### config.mk
export PLATFORM = sky130hd
export DESIGN_NAME = caes_event_select
export DESIGN_NICKNAME = d
export VERILOG_FILES = /design/src/caes_pkg.sv /design/src/caes_event_select.sv
export VERILOG_INCLUDE_DIRS = /design/src
export SDC_FILE = /design/constraint.sdc
export NUM_CORES = 1
export LEC_CHECK = 0
export BUFFER_PORTS_ARGS = -buffer_cell sky130_fd_sc_hd__buf_4
export CAP_MARGIN = 15
export CORE_MARGIN = 5
export CORE_UTILIZATION = 45
export CTS_CLUSTER_DIAMETER = 200
export CTS_CLUSTER_SIZE = 30
export DETAILED_ROUTE_END_ITERATION = 10
export GPL_TIMING_DRIVEN = 0
export HOLD_SLACK_MARGIN = 0.03
export SYNTH_ARGS = -nofsm -noshare
export SYNTH_HDL_FRONTEND = slang
export SYNTH_SLANG_ARGS = --single-unit
### constraint.sdc
create_clock -name pclk -period 7.2 [get_ports pclk]
set_input_delay 0.72 -clock pclk [delete_from_list [all_inputs] [get_ports pclk]]
set_output_delay 0.72 -clock pclk [all_outputs]
set_load 0.03 [all_outputs]
### src/caes_defs.svh
`ifndef CAES_DEFS_SVH
`define CAES_DEFS_SVH

// event codes
`define CAES_EV_LOOKUP 8'h34
`define CAES_EV_VICTIM 8'h37
`define CAES_EV_MISC 8'h39
`define CAES_EV_HAREQ 8'h50
`define CAES_EV_OSB 8'h55
`define CAES_EV_RDCRED 8'h58
`define CAES_EV_INSERT 8'h13
`define CAES_EV_NMSET 8'h64
`define CAES_EV_PMMQOS 8'h67

// control register fields
`define CAES_CTL_EV_MSB 7
`define CAES_CTL_EV_LSB 0
`define CAES_CTL_UM_MSB 15
`define CAES_CTL_UM_LSB 8
`define CAES_CTL_EN_BIT 22
`define CAES_CTL_RESET 32'h0000_0000
`define CAES_FILT_RESET 26'h000_0000
`define CAES_CNT_RESET 32'h0000_0000

// register map: counter slot stride 0x10, word index within slot
`define CAES_SLOT_MSB 5
`define CAES_SLOT_LSB 4
`define CAES_WORD_MSB 3
`define CAES_WORD_LSB 2
`define CAES_WORD_CTL 2'h0
`define CAES_WORD_FILT 2'h1
`define CAES_WORD_CNT 2'h2
`define CAES_MAP_TOP 32'h0000_0040

// lookup filter split: request opcode part and source/home part
`define CAES_LK_OPC_MASK 26'h000_003F
`define CAES_LK_SRC_MASK 26'h3FF_FFC0

// victim filter locality bits and unit-mask groups
`define CAES_VIC_LOCAL_BIT 5
`define CAES_VIC_REMOTE_BIT 7
`define CAES_VIC_STATE_MASK 8'h0F
`define CAES_VIC_TRAFFIC_MASK 8'h30

`endif

### src/caes_pkg.sv
`include "caes_defs.svh"

package caes_pkg;
	// selectable event codes
	typedef enum logic [7:0] {
		CAES_LOOKUP = `CAES_EV_LOOKUP,
		CAES_VICTIM = `CAES_EV_VICTIM,
		CAES_MISC = `CAES_EV_MISC,
		CAES_HAREQ = `CAES_EV_HAREQ,
		CAES_OSB = `CAES_EV_OSB,
		CAES_RDCRED = `CAES_EV_RDCRED,
		CAES_INSERT = `CAES_EV_INSERT,
		CAES_NMSET = `CAES_EV_NMSET,
		CAES_PMMQOS = `CAES_EV_PMMQOS
	} caes_event_e;

	typedef logic [25:0] caes_filter_t;
	typedef logic [7:0] caes_umask_t;
endpackage

### src/caes_event_select.sv
// Behaviour
// - every event countable on counters 0-3
// - lookup mask bit6 M hit, bit7 F hit
// - lookup qualified by extended filter bits 57:32
// - lookup filter 0x841 counts local data reads
// - filter 0x1BC8 all ownership reads, 0x9C8 local
// - filter 0x842 local writes, 0x17C2 remote writes
// - code 0x37 counts victimized lines by state
// - victim filter bit5 local, bit7 remote only
// - victim mask 0x0F filter 0 counts all
// - misc bit0 counts silent snoop evictions
// - misc bit1 counts combining write aliasing
// - misc bit3 counts ownership read shared hits
// - broadcast event counts once per cycle with any selected strobe
// - code 0x58 credit stalls per controller 0-5
// - request mask 0x03 counts reads
// - request mask 0x0C counts writes
// - request mask 0x30 counts exclusive no-data
// - code 0x13 ingress inserts, bit7 writeback queue
// - set conflict bit0 counts snoop filter evictions
// - set conflict bit3 counts tracker rejects
// - qos bit0 slow inserts, bit1 fast inserts
// - lookup with no state bit never counts
// - lookup counts once per lookup strobe
`include "caes_defs.svh"

module caes_event_select
	import caes_pkg::*;
#(
	parameter int NUM_CNT = 4,
	parameter int CNT_W = 32
) (
	// apb clock and reset
	input wire logic pclk,
	input wire logic presetn,
	// apb slave
	input wire logic psel,
	input wire logic penable,
	input wire logic pwrite,
	input wire logic [31:0] paddr,
	input wire logic [31:0] pwdata,
	output logic [31:0] prdata,
	output logic pready,
	output logic pslverr,
	// cache lookup strobe with matched state and request attributes
	input wire logic cache_lookup_event,
	input wire logic [7:0] lookup_state,
	input wire logic [25:0] lookup_attr,
	// cache victim strobe with victim state and origin
	input wire logic cache_victim_event,
	input wire logic [3:0] victim_state,
	input wire logic victim_io,
	input wire logic victim_ia,
	input wire logic victim_local,
	// miscellaneous strobes
	input wire logic silent_snoop_eviction,
	input wire logic combining_write_alias,
	input wire logic ownership_read_shared_hit,
	input wire logic [1:0] prefetch_misc,
	// broadcast: one strobe per triggering request, by request class
	input wire logic [5:0] opportunistic_snoop_broadcast,
	// memory controller read credit stalls, one per controller
	input wire logic [5:0] read_credit_stall,
	// home side request strobes
	input wire logic [5:0] home_side_request,
	// ingress queue allocations
	input wire logic [7:0] ingress_insert_event,
	// near memory set conflicts
	input wire logic [3:0] near_memory_set_conflict_event,
	// persistent memory qos tracker inserts
	input wire logic [1:0] persistent_mem_qos_occupancy_event
);

	// per counter programming and count state
	logic [31:0] ctl [NUM_CNT];
	caes_filter_t filt [NUM_CNT];
	logic [CNT_W-1:0] cnt [NUM_CNT];
	logic [NUM_CNT-1:0] hit;

	// decoded bus request
	logic [1:0] slot;
	logic [1:0] word;
	logic in_map;
	logic mapped;
	logic wr_take;
	logic [31:0] next_rdata;

	// per-source sub-event vectors, padded to the unit mask width
	caes_umask_t misc_vec;
	caes_umask_t osb_vec;
	caes_umask_t rdcred_vec;
	caes_umask_t hareq_vec;
	caes_umask_t nmset_vec;
	caes_umask_t qos_vec;
	caes_umask_t vic_vec;

	// address decode
	assign slot = paddr[`CAES_SLOT_MSB:`CAES_SLOT_LSB];
	assign word = paddr[`CAES_WORD_MSB:`CAES_WORD_LSB];
	assign in_map = (paddr < `CAES_MAP_TOP) && (32'(slot) < 32'(NUM_CNT));
	assign mapped = in_map && (word != 2'h3) && (paddr[1:0] == 2'h0);
	assign wr_take = psel && penable && pready && pwrite && mapped;

	// gather strobes into unit-mask positions
	assign misc_vec = {2'h0, prefetch_misc, ownership_read_shared_hit, 1'b0,
		combining_write_alias, silent_snoop_eviction};
	assign osb_vec = {2'h0, opportunistic_snoop_broadcast};
	assign rdcred_vec = {2'h0, read_credit_stall};
	assign hareq_vec = {2'h0, home_side_request};
	assign nmset_vec = {4'h0, near_memory_set_conflict_event};
	assign qos_vec = {6'h00, persistent_mem_qos_occupancy_event};
	assign vic_vec = {2'h0, victim_ia, victim_io, victim_state};

	// lookup filter: opcode part and source part each match if clear or overlapping
	function automatic logic lookup_filter_ok(input caes_filter_t f, input caes_filter_t a);
		logic opc_ok;
		logic src_ok;
		opc_ok = ((f & `CAES_LK_OPC_MASK) == 26'h0) || (|(f & a & `CAES_LK_OPC_MASK));
		src_ok = ((f & `CAES_LK_SRC_MASK) == 26'h0) || (|(f & a & `CAES_LK_SRC_MASK));
		return opc_ok && src_ok;
	endfunction

	// victim match: state group and traffic group each optional but one needed, optional locality
	function automatic logic victim_ok(input caes_umask_t um, input caes_filter_t f,
		input caes_umask_t v, input logic loc);
		logic st_ok;
		logic tr_ok;
		logic lc_ok;
		st_ok = ((um & `CAES_VIC_STATE_MASK) == 8'h00) || (|(um & v & `CAES_VIC_STATE_MASK));
		tr_ok = ((um & `CAES_VIC_TRAFFIC_MASK) == 8'h00)
			|| (|(um & v & `CAES_VIC_TRAFFIC_MASK));
		if (!f[`CAES_VIC_LOCAL_BIT] && !f[`CAES_VIC_REMOTE_BIT]) begin
			lc_ok = 1'b1;
		end else begin
			lc_ok = (f[`CAES_VIC_LOCAL_BIT] && loc) || (f[`CAES_VIC_REMOTE_BIT] && !loc);
		end
		return (|(um & (`CAES_VIC_STATE_MASK | `CAES_VIC_TRAFFIC_MASK))) && st_ok
			&& tr_ok && lc_ok;
	endfunction

	// one selector and counter per slot, all slots identical
	generate
		for (genvar i = 0; i < NUM_CNT; i++) begin : g_cnt
			caes_event_e code;
			caes_umask_t um;
			logic sel_hit;

			// one driver per bit of the shared hit vector
			assign hit[i] = sel_hit;

			assign code = caes_event_e'(ctl[i][`CAES_CTL_EV_MSB:`CAES_CTL_EV_LSB]);
			assign um = ctl[i][`CAES_CTL_UM_MSB:`CAES_CTL_UM_LSB];

			// event selection; any selected sub-event gives a single count
			always_comb begin
				sel_hit = 1'b0;
				unique case (code)
					CAES_LOOKUP: begin
						// state mask and request filter must both hold
						sel_hit = cache_lookup_event && (|(um & lookup_state))
							&& lookup_filter_ok(filt[i], lookup_attr);
					end
					CAES_VICTIM: begin
						sel_hit = cache_victim_event
							&& victim_ok(um, filt[i], vic_vec, victim_local);
					end
					CAES_MISC: begin
						sel_hit = |(um & misc_vec);
					end
					CAES_OSB: begin
						sel_hit = |(um & osb_vec);
					end
					CAES_RDCRED: begin
						sel_hit = |(um & rdcred_vec);
					end
					CAES_HAREQ: begin
						sel_hit = |(um & hareq_vec);
					end
					CAES_INSERT: begin
						sel_hit = |(um & ingress_insert_event);
					end
					CAES_NMSET: begin
						sel_hit = |(um & nmset_vec);
					end
					CAES_PMMQOS: begin
						sel_hit = |(um & qos_vec);
					end
					default: begin
						sel_hit = 1'b0;
					end
				endcase
			end

			// control register
			always_ff @(posedge pclk or negedge presetn) begin
				if (!presetn) begin
					ctl[i] <= `CAES_CTL_RESET;
				end else if (wr_take && (32'(slot) == i) && (word == `CAES_WORD_CTL)) begin
					ctl[i] <= pwdata;
				end
			end

			// extended filter register
			always_ff @(posedge pclk or negedge presetn) begin
				if (!presetn) begin
					filt[i] <= `CAES_FILT_RESET;
				end else if (wr_take && (32'(slot) == i) && (word == `CAES_WORD_FILT)) begin
					filt[i] <= pwdata[25:0];
				end
			end

			// counter: software load wins over an increment in the same cycle
			always_ff @(posedge pclk or negedge presetn) begin
				if (!presetn) begin
					cnt[i] <= CNT_W'(`CAES_CNT_RESET);
				end else if (wr_take && (32'(slot) == i) && (word == `CAES_WORD_CNT)) begin
					cnt[i] <= CNT_W'(pwdata);
				end else if (ctl[i][`CAES_CTL_EN_BIT] && hit[i]) begin
					cnt[i] <= cnt[i] + CNT_W'(1);
				end
			end
		end
	endgenerate

	// read data selection for the addressed word
	always_comb begin
		next_rdata = 32'h0000_0000;
		if (mapped) begin
			case (word)
				`CAES_WORD_CTL: next_rdata = ctl[slot];
				`CAES_WORD_FILT: next_rdata = {6'h00, filt[slot]};
				`CAES_WORD_CNT: next_rdata = 32'(cnt[slot]);
				default: next_rdata = 32'h0000_0000;
			endcase
		end
	end

	// ready raised after setup so every access ends in its first access cycle
	always_ff @(posedge pclk or negedge presetn) begin
		if (!presetn) begin
			pready <= 1'b0;
		end else begin
			pready <= psel && !penable;
		end
	end

	// read data captured at setup, held through the access cycle
	always_ff @(posedge pclk or negedge presetn) begin
		if (!presetn) begin
			prdata <= 32'h0000_0000;
		end else if (psel && !penable) begin
			prdata <= pwrite ? 32'h0000_0000 : next_rdata;
		end
	end

	// error answer for unmapped or misaligned words
	always_ff @(posedge pclk or negedge presetn) begin
		if (!presetn) begin
			pslverr <= 1'b0;
		end else begin
			pslverr <= psel && !penable && !mapped;
		end
	end

endmodule

# Yosys cells after proc, flatten, opt, wreduce, memory -nomap -nowiden
# Cells that the tools add are included.
# totals
wordCells	310
reg_bits	394
out_inout_bits	34
inputBits	149
# op_classes
n_reduce_logical	174
n_lt_le_gt_ge	2
n_addsub	4
n_eq_ne	42
bitwise	41
mux	32
# ops
operator	count
$mux 32	14
$reduce_or 8->1	32
$logic_not 26->1	8
$eq 8x7->1 const B	20
$add 32x1->32 const B	4
$and 8x6->8	16
$bmux 32 s2	2
$and 26x26->26	4
$eq 8x6->1 const B	12
$pmux 32 s3	1
$reduce_or 20->1	4
$logic_and 1x1->1	68
$and 8x8->8	8
$logic_not 8->1	8
$bmux 26 s2	1
$mux 26	2
$reduce_or 6->1	8
$pmux 1 s9	4
$and 8x2->8	4
$and 8x4->8	4
$eq 8x5->1 const B	4
$lt 32x7->1 const B	1
$and 6x6->6	4
$logic_or 1x1->1	20
11 further kinds	42

# Logic depth before layout (Yosys ltp)
# depth
depth_word	11
mapped_depth	12

# Worst setup path after synthesis
# No wires, ideal clock.
# synth_path
kind	input -> register
from	in paddr[28]
to	reg ctl[33] in the netlist's numbering
t_arrival_ns	2.925
setup_time_ns	0.125
required_time_ns	7.075
path_slack_ns	4.150
cell_stages	8
n_path_buf	1
path_cell_list	or4_1 > nor2_1 > and3_4 > nand2_4 > or4_4 > nor2_8 > buf_12 > mux2_4
# synth_between
elab_chain_cells	6
# synth_rtl
item	line	rtl
start, declared	caes_event_select.sv:40	input wire logic [31:0] paddr,
$lt 32x7->1 (no source line)	--	
$logic_and 1x1->1 (2 in series)	caes_event_select.sv:101	assign mapped = in_map && (word != 2'h3) && (paddr[1:0] == 2'h0);
$logic_and 1x1->1	caes_event_select.sv:102	assign wr_take = psel && penable && pready && pwrite && mapped;
$logic_and 1x1->1 (2 in series)	caes_event_select.sv:198	end else if (wr_take && (32'(slot) == i) && (word == `CAES_WORD_CTL)) begin
end signal, assigned by index	caes_event_select.sv:197	ctl[i] <= `CAES_CTL_RESET;
end signal, assigned by index	caes_event_select.sv:199	ctl[i] <= pwdata;
end, declared	caes_event_select.sv:75	logic [31:0] ctl [NUM_CNT];
# Every way passes these cells.
# A chain may end at the register's enable or synchronous reset.

# Worst setup path in the final report
# layout_path
from	reg ctl[3] in the netlist's numbering
to	reg cnt[28] in the netlist's numbering
# layout_between
elab_chain_cells	4
word_cells_on_any_way	12
cone_classes	eq/ne: 9; mux: 1; reduce/logical: 2
# layout_rtl
item	line	rtl
$eq 8x7->1, or another cell as far along	caes_event_select.sv:157	unique case (code)
$pmux 1 s9 *	caes_event_select.sv:157	
$logic_and 1x1->1 *	caes_event_select.sv:218	end else if (ctl[i][`CAES_CTL_EN_BIT] && hit[i]) begin
$reduce_bool 2->1 (no source line) *	--	
end signal, assigned by index	caes_event_select.sv:215	cnt[i] <= CNT_W'(`CAES_CNT_RESET);
end signal, assigned by index	caes_event_select.sv:217	cnt[i] <= CNT_W'(pwdata);
end signal, assigned by index	caes_event_select.sv:219	cnt[i] <= cnt[i] + CNT_W'(1);
end, declared	caes_event_select.sv:77	logic [CNT_W-1:0] cnt [NUM_CNT];
# Mark *: on every way between the ends. The rest lies on a longest branch, timed or not.

==> impl_metrics.ini <==
[finish]
finish.instance_area_um2 = 27440
antenna_cells = 0
layout.cells.non_filler = 3127
flow.area_growth_from_synthesis_pct = 11.49
final_net_count = 2583
multi_input_comb_area_um2 = 13590
layout.core_utilization_pct = 50.78
seq_area_um2 = 9859
final.fill_count = 4922
drive_gt1_share_pct = 27.03

[sta]
final.min_clock_period_ns = 3.672
fin_ws_ns = 3.528
finalSetupViolations = 0
actual_slew_at_the_worst_max_slew_pin_ns = 1.346
total_neg_setup_slack_ns = 0
timing.final.crit_share_pct = 51.00
worst_case_headroom_to_the_max_slew_limit_pct = 10.28
rsz0062_at_grt = false
achievable-frequency_mhz = 272.3
timing.final.max_slew_violations = 0
hold_violations = 0
hold_ws_ns = 0.03033
clock_skew_ns = 0.03538

[routing]
drtPass1Iterations = 6
vias = 21730
ant_nets = 0
average_vias_per_placed_instance = 6.948
finalWirelength_mm = 101.8
detail_route.wl_per_cell_um = 32.54
drt_iter0_markers = 2988
drc_errors_left = 0

[worst_setup_path]
timing.critical_path.fanout_max = 9
timing.critical_path.slowest_stage_cell = sky130_fd_sc_hd__a221oi_1
timing.critical_path.cells = and3b_1 > nand4b_1 > a221oi_1 > o21ai_2 > a31oi_1 > a21oi_1 > or3_1
timing.critical_path.arrival_ns = 4.14
max_incr_delay_on_cp_ns = 1.10
worstSetupStartpointType = register
ff2ff_path_depth = 7
category_of_the_worst_setup_path_capture_point = register
setup.worst_path.class = reg -> reg
worstPathRequired_ns = 7.67

[logic_synthesis]
yosysTopAreaCellShare_pct = 40.07
total_nets_after_synthesis = 2378
yosysWarnings = 0
number_of_synthesized_register_bits = 394
syn_inst = 2225
synth_edf_count = 0
synthesis.area_um2 = 24610
post-synth-top-area-cell = sky130_fd_sc_hd__dfrtp_1
commonest_cells_in_the_netlist = sky130_fd_sc_hd__dfrtp_1 (394), sky130_fd_sc_hd__mux2_2 (144), sky130_fd_sc_hd__nor2_1 (139)
synth-seq-area-share_pct = 40.07
synth_ff_type = sky130_fd_sc_hd__dfrtp_1
synth.area.top_cells = sky130_fd_sc_hd__dfrtp_1 (40%), sky130_fd_sc_hd__mux4_2 (8.2%), sky130_fd_sc_hd__mux2_2 (6.6%), sky130_fd_sc_hd__mux2_4 (5.5%), sky130_fd_sc_hd__a22oi_1 (2.9%)
asyncSetResetFlopFracSynth_pct = 100.0
synth.most_common_cell = sky130_fd_sc_hd__dfrtp_1
yosysUniqueCellTypes = 100
synthesis.area_per_instance_um2 = 11.06

[pwr]
p_leak_nw = 11.58
max-vdd-ir-drop_mv = 0.1710
powerDensity_nw_per_um2 = 136.9
total_power_consumption_of_the_routed_design_mw = 3.755

[global_routing]
wire_length_of_the_first_global_routing_pass_mm = 147.0
met3_usage_pct = 6.499
globalRouteTotalUtil_pct = 33.02
met1_global_route_usage_pct = 48.48
use_met2_pct = 50.05
via_count_of_the_first_global_routing_pass = 20630
grt_antenna_before_repair = 2
grt_remaining_overflow = 0
grt_max_degree = 120
gr-max-usage-layer = met2

[place]
preCtsSetupSlack_ns = 3.208
hpwl_mm = 78.12
dpl-instance-area_um2 = 26970
globalplace.congestion = 0.9950
dp.cells = 3107
placement.io_buffers = 179

[run_status]
outcome = complete, no violations

[die]
num_io_pins = 183
fp.coreArea_um2 = 54030
placementRows = 85
floorplan.die.width_um = 243.8
die_area_um2 = 59460
initial_utilization_pct = 45.55
fp.dieH_um = 243.8

[clock_network]
clock-root-buffer = sky130_fd_sc_hd__clkbuf_16
insertion_delay_ns = 0.58
postCtsResizedCells = 0
htreeDepth = 1
tritoncts = done
hold_buffers = 0
post_cts_buffers = 0
clk_transition_reported_paths_ns = 0.13
cts_max_path_buffers = 3
cts_buffers = 17
clock_sinks = 394

[min_path]
tightest_hold_check_type = in -> async

[run]
max_cap_viol_count = 0
## state kept, by name, summed over array words and instances, names as in the netlist
name     count
pslverr      1
filt       104
pready       1
cnt        128
ctl        128
prdata      32
## cells by family after synthesis
kind of cell / Yosys count / synth area share, %
simple gates: 678 / 16.03
compound gates: 520 / 15.88
xor+xnor: 36 / 1.281
mux: 360 / 21.78
fa+ha+maj: 4 / 0.2034
buf+inv: 233 / 4.759
flops: 394 / 40.07
## metal layers
metal  wire [um]  vias to the layer above
met5           0                        -
met4        3725                        0
met3       10410                      162
met2       44910                     1246
met1       42720                    11190
li1            -                     9131
## critical path, delay by kind of cell, from the launching register on
| kind | cells | cell delay (ns) |
|---|---|---|
| simple gates | 3 | 0.85 |
| flops | 1 | 0.53 |
| compound gates | 4 | 2.21 |
## path summary, 6_finish.rpt
path                            start          to  slack (ns)
setup / recovery               ctl[3]     cnt[28]        3.53
hold / removal                presetn    ctl[112]        0.03
setup reg to reg               ctl[3]     cnt[28]        3.53
hold reg to reg            prdata[31]  prdata[31]        0.49
max in group asynchronous     presetn     cnt[88]        5.61
min in group pclk          pwdata[17]     ctl[17]        0.39
## report_power, final
part           switching, mW  internal [mW]  total, mW  leakage [nW]
sequential          0.000304           2.21       2.21          5.48
combinational          0.219         0.0955      0.315          5.87
clock                  0.782          0.445       1.23         0.228
## area by class of cell
type | count | share of cell area [%]
Clock buffer | 17 | 1.551
Sequential cell | 394 | 35.94
Tap cell | 696 | 3.174
Clock inverter | 3 | 0.1368
Buffer | 182 | 3.571
Inverter | 51 | 0.6978
Multi-Input combinational cell | 1598 | 49.53
Timing Repair Buffer | 186 | 5.404
## layout by cell type (no fill, tap or decap), drive strengths merged, types with 7 or more instances in the layout
master,count
and3,42
nor4,38
nor2,145
o211ai,7
nand2b,10
nand4,45
o21ai,53
mux2,234
or2,7
xnor2,30
and2,10
o31ai,50
nand3b,11
nor2b,8
a311oi,27
nand3,81
buf,263
a22o,46
a22oi,94
and4,14
inv,54
clkbuf,122
o22ai,28
a31oi,95
nor3,14
or3,34
mux4,90
or4,69
a222oi,12
mux2i,36
dfrtp,394
a221oi,22
o41ai,10
nand2,109
a21oi,33
(Power assumes the default switching activity.)
